--- src/design/ntb_hot_reset_pkg.sv ---
package ntb_hot_reset_pkg;

  // register byte offsets, one aligned word each
  localparam logic [7:0] OFS_UP_BRIDGE_CTRL   = 8'h00;
  localparam logic [7:0] OFS_BRIDGE_PORT_CTRL = 8'h04;
  localparam logic [7:0] OFS_INT_BRIDGE_CTRL  = 8'h08;
  localparam logic [7:0] OFS_EXT_BRIDGE_CTRL  = 8'h0C;
  localparam logic [7:0] OFS_INT_INT_STATUS   = 8'h10;
  localparam logic [7:0] OFS_INT_INT_CTRL     = 8'h14;
  localparam logic [7:0] OFS_INT_BRIDGE_STAT  = 8'h18;
  localparam logic [7:0] OFS_EXT_INT_STATUS   = 8'h1C;
  localparam logic [7:0] OFS_EXT_BRIDGE_STAT  = 8'h20;
  localparam logic [7:0] OFS_UP_SWITCH_CTRL   = 8'h24;
  localparam logic [7:0] OFS_SIDE_STATE       = 8'h28;

  // field positions
  localparam int BIT_SEC_BUS_RESET  = 6;  // in upstream bridge control
  localparam int BIT_BRIDGE_RST_REQ = 0;  // in bridge port control
  localparam int BIT_RESET_ACT_EN   = 0;  // in side bridge control
  localparam int POS_RESET_RESPONSE = 1;  // two bits, side bridge control
  localparam int BIT_OPP_FLAG       = 0;  // in status registers
  localparam int BIT_OUT_SEL_EXT    = 0;  // in upstream switch control
  localparam int BIT_GPIO1_ALT_EN   = 1;  // in upstream switch control

  // reset values of software fields
  localparam logic [2:0] RST_SIDE_CTRL   = 3'h0;
  localparam logic [1:0] RST_INT_CTRL    = 2'h0;
  localparam logic [1:0] RST_SWITCH_CTRL = 2'h0;

  // opposite side reset response
  localparam logic [1:0] RESP_NONE     = 2'h0;
  localparam logic [1:0] RESP_INT_HOLD = 2'h1;
  localparam logic [1:0] RESP_EXT_HOLD = 2'h2;
  localparam logic [1:0] RESP_BOTH     = 2'h3;

  // interrupt selection
  localparam logic [1:0] IRQ_SEL_NONE = 2'h0;
  localparam logic [1:0] IRQ_SEL_INTX = 2'h1;
  localparam logic [1:0] IRQ_SEL_MSI  = 2'h2;

  // timing
  localparam int CLK_PERIOD_NS     = 10;
  localparam int RST_OUT_TIME_NS   = 250;
  localparam int RST_OUT_CYCLES    = (RST_OUT_TIME_NS + CLK_PERIOD_NS - 1) / CLK_PERIOD_NS;
  localparam int SIDE_RESET_CYCLES = 16;

endpackage : ntb_hot_reset_pkg

--- src/design/ntb_hot_reset_handler.sv ---
`timescale 1ns/100ps
module ntb_hot_reset_handler
  import ntb_hot_reset_pkg::*;
#(
  parameter int PULSE_CYCLES = RST_OUT_CYCLES,
  parameter int HOLD_CYCLES  = SIDE_RESET_CYCLES
)(
  input  wire logic        clk_sys,
  input  wire logic        rst_n,
  input  wire logic [7:0]  avs_address,
  input  wire logic        avs_read,
  input  wire logic        avs_write,
  input  wire logic [31:0] avs_writedata,
  output logic      [31:0] avs_readdata,
  output logic             avs_waitrequest,
  input  wire logic        up_hot_reset_ts1,
  input  wire logic        up_dl_down,
  input  wire logic        ext_hot_reset_ts1,
  output logic             int_side_logic_reset,
  output logic             ext_side_logic_reset,
  output logic             int_not_ready,
  output logic             ext_not_ready,
  output logic             intx_assert,
  output logic             msi_request,
  output logic             bridge_port_reset_out_n,
  output logic             bridge_port_reset_oe
);

  localparam logic [7:0] PULSE_LOAD = 8'(PULSE_CYCLES);
  localparam logic [7:0] HOLD_LOAD  = 8'(HOLD_CYCLES);

  logic        wait_reg;
  logic [31:0] rdata_reg;
  logic        acc_wr;
  logic        ts1_up_q;
  logic        dl_down_q;
  logic        ts1_ext_q;
  logic        int_trig;
  logic        ext_trig;
  logic [7:0]  int_cnt_reg;
  logic [7:0]  ext_cnt_reg;
  logic [7:0]  pulse_cnt_reg;
  logic [2:0]  int_ctrl_reg;
  logic [2:0]  ext_ctrl_reg;
  logic [1:0]  irq_sel_reg;
  logic [1:0]  sw_ctrl_reg;
  logic        int_osr_reg;
  logic        int_oshr_reg;
  logic        ext_osr_reg;
  logic        ext_oshr_reg;
  logic        int_nr_reg;
  logic        ext_nr_reg;
  logic        intx_reg;
  logic        msi_reg;
  logic        rst_out_n_reg;
  logic        oe_reg;
  logic        int_busy;
  logic [2:0]  ext_ctrl_view;

  // bus handshake: waitrequest drops for one cycle after a request is seen
  always_ff @(posedge clk_sys or negedge rst_n)
  begin
    if (!rst_n)
      wait_reg <= 1'b1;
    else
      wait_reg <= !((avs_read || avs_write) && wait_reg);
  end

  assign acc_wr   = avs_write && !wait_reg;
  assign int_busy = int_cnt_reg != 8'h00;

  // triggers from the link logic, same clock, taken on rising edges
  always_ff @(posedge clk_sys or negedge rst_n)
  begin
    if (!rst_n)
    begin
      ts1_up_q  <= 1'b0;
      dl_down_q <= 1'b0;
      ts1_ext_q <= 1'b0;
    end
    else
    begin
      ts1_up_q  <= up_hot_reset_ts1;
      dl_down_q <= up_dl_down;
      ts1_ext_q <= ext_hot_reset_ts1;
    end
  end

  assign int_trig = (up_hot_reset_ts1 && !ts1_up_q)
                 || (up_dl_down && !dl_down_q)
                 || (acc_wr && avs_address == OFS_BRIDGE_PORT_CTRL
                     && avs_writedata[BIT_BRIDGE_RST_REQ])
                 || (acc_wr && avs_address == OFS_UP_BRIDGE_CTRL
                     && avs_writedata[BIT_SEC_BUS_RESET]);
  // the internal reset covers the external side, so an external one is moot then
  assign ext_trig = ext_hot_reset_ts1 && !ts1_ext_q && !int_trig && !int_busy;

  // side reset hold counters
  always_ff @(posedge clk_sys or negedge rst_n)
  begin
    if (!rst_n)
    begin
      int_cnt_reg <= 8'h00;
      ext_cnt_reg <= 8'h00;
    end
    else
    begin
      if (int_trig)
        int_cnt_reg <= HOLD_LOAD;
      else if (int_busy)
        int_cnt_reg <= int_cnt_reg - 8'h01;
      if (int_trig || ext_trig)
        ext_cnt_reg <= HOLD_LOAD;
      else if (ext_cnt_reg != 8'h00)
        ext_cnt_reg <= ext_cnt_reg - 8'h01;
    end
  end

  // side reset outputs; the external one leaves the internal side alone
  always_ff @(posedge clk_sys or negedge rst_n)
  begin
    if (!rst_n)
    begin
      int_side_logic_reset <= 1'b0;
      ext_side_logic_reset <= 1'b0;
    end
    else
    begin
      int_side_logic_reset <= int_trig || int_cnt_reg > 8'h01;
      ext_side_logic_reset <= int_trig || ext_trig || ext_cnt_reg > 8'h01;
    end
  end

  // ordinary control fields go back to initial values on side resets
  always_ff @(posedge clk_sys or negedge rst_n)
  begin
    if (!rst_n)
    begin
      int_ctrl_reg <= RST_SIDE_CTRL;
      ext_ctrl_reg <= RST_SIDE_CTRL;
      irq_sel_reg  <= RST_INT_CTRL;
      sw_ctrl_reg  <= RST_SWITCH_CTRL;
    end
    else if (int_trig)
    begin
      int_ctrl_reg <= RST_SIDE_CTRL;
      ext_ctrl_reg <= RST_SIDE_CTRL;
      irq_sel_reg  <= RST_INT_CTRL;
      sw_ctrl_reg  <= RST_SWITCH_CTRL;
    end
    else
    begin
      if (ext_trig)
        ext_ctrl_reg <= RST_SIDE_CTRL;
      else if (acc_wr && avs_address == OFS_EXT_BRIDGE_CTRL && !int_busy)
        ext_ctrl_reg <= avs_writedata[2:0];
      if (acc_wr && avs_address == OFS_INT_BRIDGE_CTRL)
        int_ctrl_reg <= avs_writedata[2:0];
      if (acc_wr && avs_address == OFS_INT_INT_CTRL)
        irq_sel_reg <= avs_writedata[1:0];
      if (acc_wr && avs_address == OFS_UP_SWITCH_CTRL)
        sw_ctrl_reg <= avs_writedata[1:0];
    end
  end

  // opposite side flags: kept over hot resets, write one clears, set wins
  always_ff @(posedge clk_sys or negedge rst_n)
  begin
    if (!rst_n)
    begin
      int_osr_reg  <= 1'b0;
      int_oshr_reg <= 1'b0;
      ext_osr_reg  <= 1'b0;
      ext_oshr_reg <= 1'b0;
    end
    else
    begin
      if (ext_trig)
        int_osr_reg <= 1'b1;
      else if (acc_wr && avs_address == OFS_INT_INT_STATUS && avs_writedata[BIT_OPP_FLAG])
        int_osr_reg <= 1'b0;
      if (ext_trig)
        int_oshr_reg <= 1'b1;
      else if (acc_wr && avs_address == OFS_INT_BRIDGE_STAT && avs_writedata[BIT_OPP_FLAG])
        int_oshr_reg <= 1'b0;
      if (int_trig)
        ext_osr_reg <= 1'b1;
      else if (acc_wr && avs_address == OFS_EXT_INT_STATUS && avs_writedata[BIT_OPP_FLAG])
        ext_osr_reg <= 1'b0;
      if (int_trig)
        ext_oshr_reg <= 1'b1;
      else if (acc_wr && avs_address == OFS_EXT_BRIDGE_STAT && avs_writedata[BIT_OPP_FLAG])
        ext_oshr_reg <= 1'b0;
    end
  end

  // not-ready response after an external hot reset; software clears it
  always_ff @(posedge clk_sys or negedge rst_n)
  begin
    if (!rst_n)
    begin
      int_nr_reg <= 1'b0;
      ext_nr_reg <= 1'b0;
    end
    else
    begin
      if (ext_trig && int_ctrl_reg[BIT_RESET_ACT_EN]
          && (int_ctrl_reg[2:1] == RESP_INT_HOLD || int_ctrl_reg[2:1] == RESP_BOTH))
        int_nr_reg <= 1'b1;
      else if (acc_wr && avs_address == OFS_SIDE_STATE && avs_writedata[0])
        int_nr_reg <= 1'b0;
      if (ext_trig && int_ctrl_reg[BIT_RESET_ACT_EN]
          && (int_ctrl_reg[2:1] == RESP_EXT_HOLD || int_ctrl_reg[2:1] == RESP_BOTH))
        ext_nr_reg <= 1'b1;
      else if (acc_wr && avs_address == OFS_SIDE_STATE && avs_writedata[1])
        ext_nr_reg <= 1'b0;
    end
  end

  // interrupt toward the internal root: level for INTx, one pulse for MSI
  always_ff @(posedge clk_sys or negedge rst_n)
  begin
    if (!rst_n)
    begin
      intx_reg <= 1'b0;
      msi_reg  <= 1'b0;
    end
    else
    begin
      intx_reg <= (int_osr_reg || ext_trig) && irq_sel_reg == IRQ_SEL_INTX;
      msi_reg  <= ext_trig && irq_sel_reg == IRQ_SEL_MSI;
    end
  end

  // downstream reset pulse counter on the core clock
  always_ff @(posedge clk_sys or negedge rst_n)
  begin
    if (!rst_n)
      pulse_cnt_reg <= 8'h00;
    else if (int_trig || (ext_trig && sw_ctrl_reg[BIT_OUT_SEL_EXT]))
      pulse_cnt_reg <= PULSE_LOAD;
    else if (pulse_cnt_reg != 8'h00)
      pulse_cnt_reg <= pulse_cnt_reg - 8'h01;
  end

  // reset pin: low while the count runs; enable follows the alternate function bit
  always_ff @(posedge clk_sys or negedge rst_n)
  begin
    if (!rst_n)
    begin
      rst_out_n_reg <= 1'b1;
      oe_reg        <= 1'b0;
    end
    else
    begin
      rst_out_n_reg <= !(int_trig || (ext_trig && sw_ctrl_reg[BIT_OUT_SEL_EXT])
                         || pulse_cnt_reg > 8'h01);
      oe_reg        <= !int_trig && sw_ctrl_reg[BIT_GPIO1_ALT_EN];
    end
  end

  // external reset action fields read zero while the internal reset runs
  assign ext_ctrl_view = int_busy ? 3'h0 : ext_ctrl_reg;

  // read data registered when waitrequest drops; unmapped reads give zero
  always_ff @(posedge clk_sys or negedge rst_n)
  begin
    if (!rst_n)
      rdata_reg <= 32'h0000_0000;
    else if (avs_read && wait_reg)
    begin
      unique case (avs_address)
        OFS_INT_BRIDGE_CTRL: rdata_reg <= {29'h0, int_ctrl_reg};
        OFS_EXT_BRIDGE_CTRL: rdata_reg <= {29'h0, ext_ctrl_view};
        OFS_INT_INT_STATUS:  rdata_reg <= {31'h0, int_osr_reg};
        OFS_INT_INT_CTRL:    rdata_reg <= {30'h0, irq_sel_reg};
        OFS_INT_BRIDGE_STAT: rdata_reg <= {31'h0, int_oshr_reg};
        OFS_EXT_INT_STATUS:  rdata_reg <= {31'h0, ext_osr_reg};
        OFS_EXT_BRIDGE_STAT: rdata_reg <= {31'h0, ext_oshr_reg};
        OFS_UP_SWITCH_CTRL:  rdata_reg <= {30'h0, sw_ctrl_reg};
        OFS_SIDE_STATE:      rdata_reg <= {27'h0, pulse_cnt_reg != 8'h00,
                                           ext_cnt_reg != 8'h00, int_busy,
                                           ext_nr_reg, int_nr_reg};
        default:             rdata_reg <= 32'h0000_0000;
      endcase
    end
  end

  // outputs straight from flops
  assign avs_readdata            = rdata_reg;
  assign avs_waitrequest         = wait_reg;
  assign int_not_ready           = int_nr_reg;
  assign ext_not_ready           = ext_nr_reg;
  assign intx_assert             = intx_reg;
  assign msi_request             = msi_reg;
  assign bridge_port_reset_out_n = rst_out_n_reg;
  assign bridge_port_reset_oe    = oe_reg;

  // checks
  AST_DLDOWN_RESET: assert property (@(posedge clk_sys) disable iff (!rst_n)
    $rose(up_dl_down) |=> int_side_logic_reset && ext_side_logic_reset)
    else $error("link down did not start internal reset");

  AST_TS1_RESET: assert property (@(posedge clk_sys) disable iff (!rst_n)
    $rose(up_hot_reset_ts1) |=> int_side_logic_reset [*8])
    else $error("upstream hot reset too short");

  AST_EXT_ONLY: assert property (@(posedge clk_sys) disable iff (!rst_n)
    ext_trig && !int_busy |=> ext_side_logic_reset && !int_side_logic_reset)
    else $error("external reset touched internal side");

  AST_PULSE_LEN: assert property (@(posedge clk_sys) disable iff (!rst_n)
    int_trig |=> !bridge_port_reset_out_n [*8] ##(PULSE_CYCLES - 7) bridge_port_reset_out_n)
    else $error("reset output pulse width wrong");

  AST_PULSE_SEL: assert property (@(posedge clk_sys) disable iff (!rst_n)
    ext_trig && !sw_ctrl_reg[BIT_OUT_SEL_EXT] && pulse_cnt_reg == 8'h00
    |=> bridge_port_reset_out_n)
    else $error("reset output pulsed without external select");

  AST_EXT_FLAGS: assert property (@(posedge clk_sys) disable iff (!rst_n)
    ext_trig |=> int_osr_reg && int_oshr_reg)
    else $error("internal opposite flags not set");

  AST_INT_FLAGS: assert property (@(posedge clk_sys) disable iff (!rst_n)
    int_trig |=> ext_osr_reg && ext_oshr_reg && !bridge_port_reset_oe)
    else $error("external opposite flags not set");

  AST_MSI: assert property (@(posedge clk_sys) disable iff (!rst_n)
    msi_request |-> $past(irq_sel_reg) == IRQ_SEL_MSI && int_osr_reg ##1 !msi_request)
    else $error("msi without cause");

  AST_ZERO_VIEW: assert property (@(posedge clk_sys) disable iff (!rst_n)
    avs_read && wait_reg && avs_address == OFS_EXT_BRIDGE_CTRL && int_busy
    |=> avs_readdata == 32'h0000_0000)
    else $error("external action bits visible during internal reset");

  AST_WAIT: assert property (@(posedge clk_sys) disable iff (!rst_n)
    (avs_read || avs_write) && avs_waitrequest |=> !avs_waitrequest)
    else $error("waitrequest held too long");

  COV_INT_RESET: cover property (@(posedge clk_sys) disable iff (!rst_n)
    int_trig ##[1:40] bridge_port_reset_out_n);
  COV_EXT_PULSE: cover property (@(posedge clk_sys) disable iff (!rst_n)
    ext_trig && sw_ctrl_reg[BIT_OUT_SEL_EXT]);
  COV_NOT_READY: cover property (@(posedge clk_sys) disable iff (!rst_n)
    $rose(int_not_ready) && $rose(ext_not_ready));

endmodule : ntb_hot_reset_handler

--- config.mk ---
export PLATFORM = sky130hd
export DESIGN_NAME = ntb_hot_reset_handler
export DESIGN_NICKNAME = d
export VERILOG_FILES = /design/src/design/ntb_hot_reset_pkg.sv /design/src/design/ntb_hot_reset_handler.sv
export SDC_FILE = /design/constraint.sdc
export NUM_CORES = 1
export LEC_CHECK = 0
export ABC_AREA = 0
export BUFFER_PORTS_ARGS = -buffer_cell sky130_fd_sc_hd__buf_2
export CORE_ASPECT_RATIO = 0.7
export CORE_UTILIZATION = 45
export DETAILED_ROUTE_END_ITERATION = 6
export PLACE_DENSITY = 0.71
export SETUP_SLACK_MARGIN = 0.02
export SYNTH_ARGS = -nofsm -noshare
export SYNTH_HDL_FRONTEND = slang
export SYNTH_SLANG_ARGS = --single-unit
--- constraint.sdc ---
create_clock -name clk_sys -period 2.2 [get_ports clk_sys]
set_input_delay 0.33 -clock clk_sys [delete_from_list [all_inputs] [get_ports clk_sys]]
set_output_delay 0.33 -clock clk_sys [all_outputs]
set_load 0.1 [all_outputs]
==> qor.yml <==
setup_path:
  arrival_ns: 2.14
  critical_path.startpoint_type: "flip-flop"
  crit_fanout: 6
  worstPathRequired_ns: 2.43
  rrSetupSlack_ns: 0.28
  max_stage_delay_ns: 0.43
  crit_type: "reg2reg"
  crit_chain: "inv_1 > ha_1 > nand4_1 > nor3b_2 > nand2b_2 > nor3b_1"
  end_kind: "flip-flop"
  worst_path_max_delay_cell: "nor3b_2"
clock_network:
  clkLatencyLatePin_ns: 0.31
  cts_buffers: 5
  cts-root-buf: "clkbuf_8"
  ctsResizeCount: 0
  cts_buffer_depth: 2
  h-tree-depth: 2
  hold_buffers: 0
  clk_pin_slew_worst_paths_ns: 0.10
  cts_setup_buffers: 0
  clock-sinks: 55
  tritoncts: "done"
logic_synthesis:
  ys_seq_area_share_pct: 45.57
  yosysWarnings: 0
  synth-seq-cells: 55
  synth_enable_flop_cells: 0
  synth_cell_types: 55
  syn_avg_cell_area_sq_um: 9.759
  syn-cell-area_sq_um: 3025
  synthCells: 310
  async_flop_share_pct: 100.0
  ys.flop_type: "dfrtp_1"
timing:
  hold_violations: 9
  fmax_ghz: 0.5214
  fin_crit_ns: 1.918
  finClkSkew_ns: 0.008459
  rsz0062_at_grt: "false"
  whs_ns: -0.009270
  setup_ws_ns: 0.2820
  final.period_utilization_pct: 87.18
  tns_ns: 0
  tightest_slew_ns: 0.7414
  maxSlewViolCount: 0
  setup_viol: 0
  relSlewSlack_pct: 49.95
final_layout:
  layout.nets: 406
  area_delta_synth_final_pct: 10.67
  drive_gt1_share_pct: 17.09
  utilization_pct: 52.59
  final_cells: 442
  n_antenna_cell: 0
grt:
  groute.usage.overall_pct: 18.63
  grt_max_degree: 33
  grt_remaining_overflow: 0
  grt_pass1_vias: 2162
  grt_pass1_wl_microns: 10440
  antenna_found_initial: 0
power:
  cellLeakagePower_nw: 1.535
  irDropWorstVdd_uv: 345.7
  cellPowerDensity_nw_per_um2: 908.3
routing:
  vias_per_cell: 5.109
  drc: 0
  wl_microns: 6271
  antenna_left: 0
  vias: 2258
  drt-pass1-iter-count: 4
  drt_iter0_drc: 103
  wl_per_cell_microns: 14.19
placed_design:
  gp_congestion: 0.8943
  place_hpwl_microns: 4791
  port_buffers: 32
  dp_slack_ns: 0.1492
  dp.cells: 434
floorplanning:
  fp-row-count: 24
  die-area_sq_um: 7060
  core-area_sq_um: 6366
  die_w_microns: 100
  dieHeight_microns: 70.60
  initial_utilization_pct: 47.52
  ios: 88
run_status:
  status: "complete, but fails checks"
  violations: "hold timing"
hold_path:
  hold_path.class: "in2async"
job:
  drv_cap: 0
layout make-up:
cell class | count | area (sq um)
clock buffers | 6 | 82.58
clock inverters | 2 | 35.03
repair buffers | 40 | 245.2
flip-flops and latches | 55 | 1379
fillers | 599 | 3018
multi-input cells | 239 | 1459
inverters | 9 | 33.78
well taps | 91 | 113.9
logic make-up after synthesis:
| group | synth area share [%] |
|---|---|
| DFF | 45.57 |
| muxes | 2.978 |
| and+or+nand+nor | 22.33 |
| other | 0.1240 |
| xor gates and xnor gates | 4.632 |
| AOI/OAI and AO/OA | 11.21 |
| buffers and inverters | 9.429 |
| adders and majority gates | 3.722 |
cells in the final DEF, fill, tap and decap left out, types with 3 or more instances in the layout:
cell,synthesis,layout
nand2b_1,5,5
o21ai_0,10,10
xor2_1,12,12
nor3b_1,3,3
nand3_1,13,13
clkbuf_8,0,6
a21oi_1,13,13
buf_2,0,32
buf_4,28,6
nand3b_1,3,3
mux2i_1,9,9
o211ai_1,3,3
nor2b_1,4,4
inv_1,9,9
ha_1,9,9
and3_1,4,4
conb_1,1,27
o21ai_1,3,3
dfrtp_1,53,53
nand2_1,29,29
xnor2_1,4,4
nor2_1,34,34
o31ai_1,3,3
nor3_1,8,8
or3_1,3,3
a211oi_1,4,4
nor4_1,3,3
synthesized netlist by cell type (all sizes together) (3+ instances only):
library cell  count  area, sq um
nand2            30        115.1
nor3b             4        35.03
xor2             12        105.1
nand3            13        65.06
nor4              4        40.04
nor2b             4        25.02
nand3b            3        22.52
and3              4        25.02
o31ai             3        22.52
buf              31        244.0
nand2b            6        40.04
or2               3        18.77
o21ai            13        65.06
nor2             35        133.9
o211ai            3        22.52
nor3              9        50.05
or3               3        18.77
dfrtp            53         1326
inv               9        33.78
mux2i             9        90.09
ha                9        112.6
a211oi            4        30.03
xnor2             4        35.03
a21oi            13        65.06
worst max-delay path: cells and delay by family, from the launching register on:
| family | cells | cell delay [ns] |
|---|---|---|
| adders and majority gates | 1 | 0.20 |
| and+or+nand+nor | 4 | 1.07 |
| DFF | 1 | 0.42 |
| buffers and inverters | 1 | 0.13 |
through the flow:
stage	area [sq um]	power, W	hold slack, ns
2_1_floorplan	3123	0.002175	0.03441
3_3_place_gp	3231	0.002323	0.3494
3_5_place_dp	3231	0.002352	0.3584
4_1_cts	3348	0.003053	0.01381
5_1_grt	3348	0.003228	0.02836
6_report	3348	0.003041	-0.009270
routing by layer:
layer | share of wire, % | track usage (%) | routed length [microns] | vias up
met5 | 0 | 0 | 0 | -
met4 | 0.27 | 4.348 | 17 | 0
met3 | 6.4 | 4.348 | 404 | 2
met2 | 42 | 27.43 | 2648 | 72
met1 | 51 | 27.96 | 3201 | 1083
li1 | - | - | - | 1101
final timing paths:
path,start,endpoint,cells past startpoint
max in group asynchronous,rst_n,bridge_port_reset_out_n$_DFF_PN1_,2
min in group clk_sys,up_hot_reset_ts1,ts1_up_q$_DFF_PN0_,1
min reg2reg,avs_waitrequest$_DFF_PN1_,avs_waitrequest$_DFF_PN1_,1
min,rst_n,int_ctrl_reg[2]$_DFFE_PN0P_,1
max,int_cnt_reg[0]$_DFFE_PN0P_,msi_request$_DFF_PN0_,6
max reg2reg,int_cnt_reg[0]$_DFFE_PN0P_,msi_request$_DFF_PN0_,6
where the power goes:
| group | switching, W | internal (W) |
|---|---|---|
| clock | 0.000330 | 0.000369 |
| sequential | 0.000145 | 0.00116 |
| combinational | 0.000712 | 0.000321 |
(Power assumes the default switching activity.)
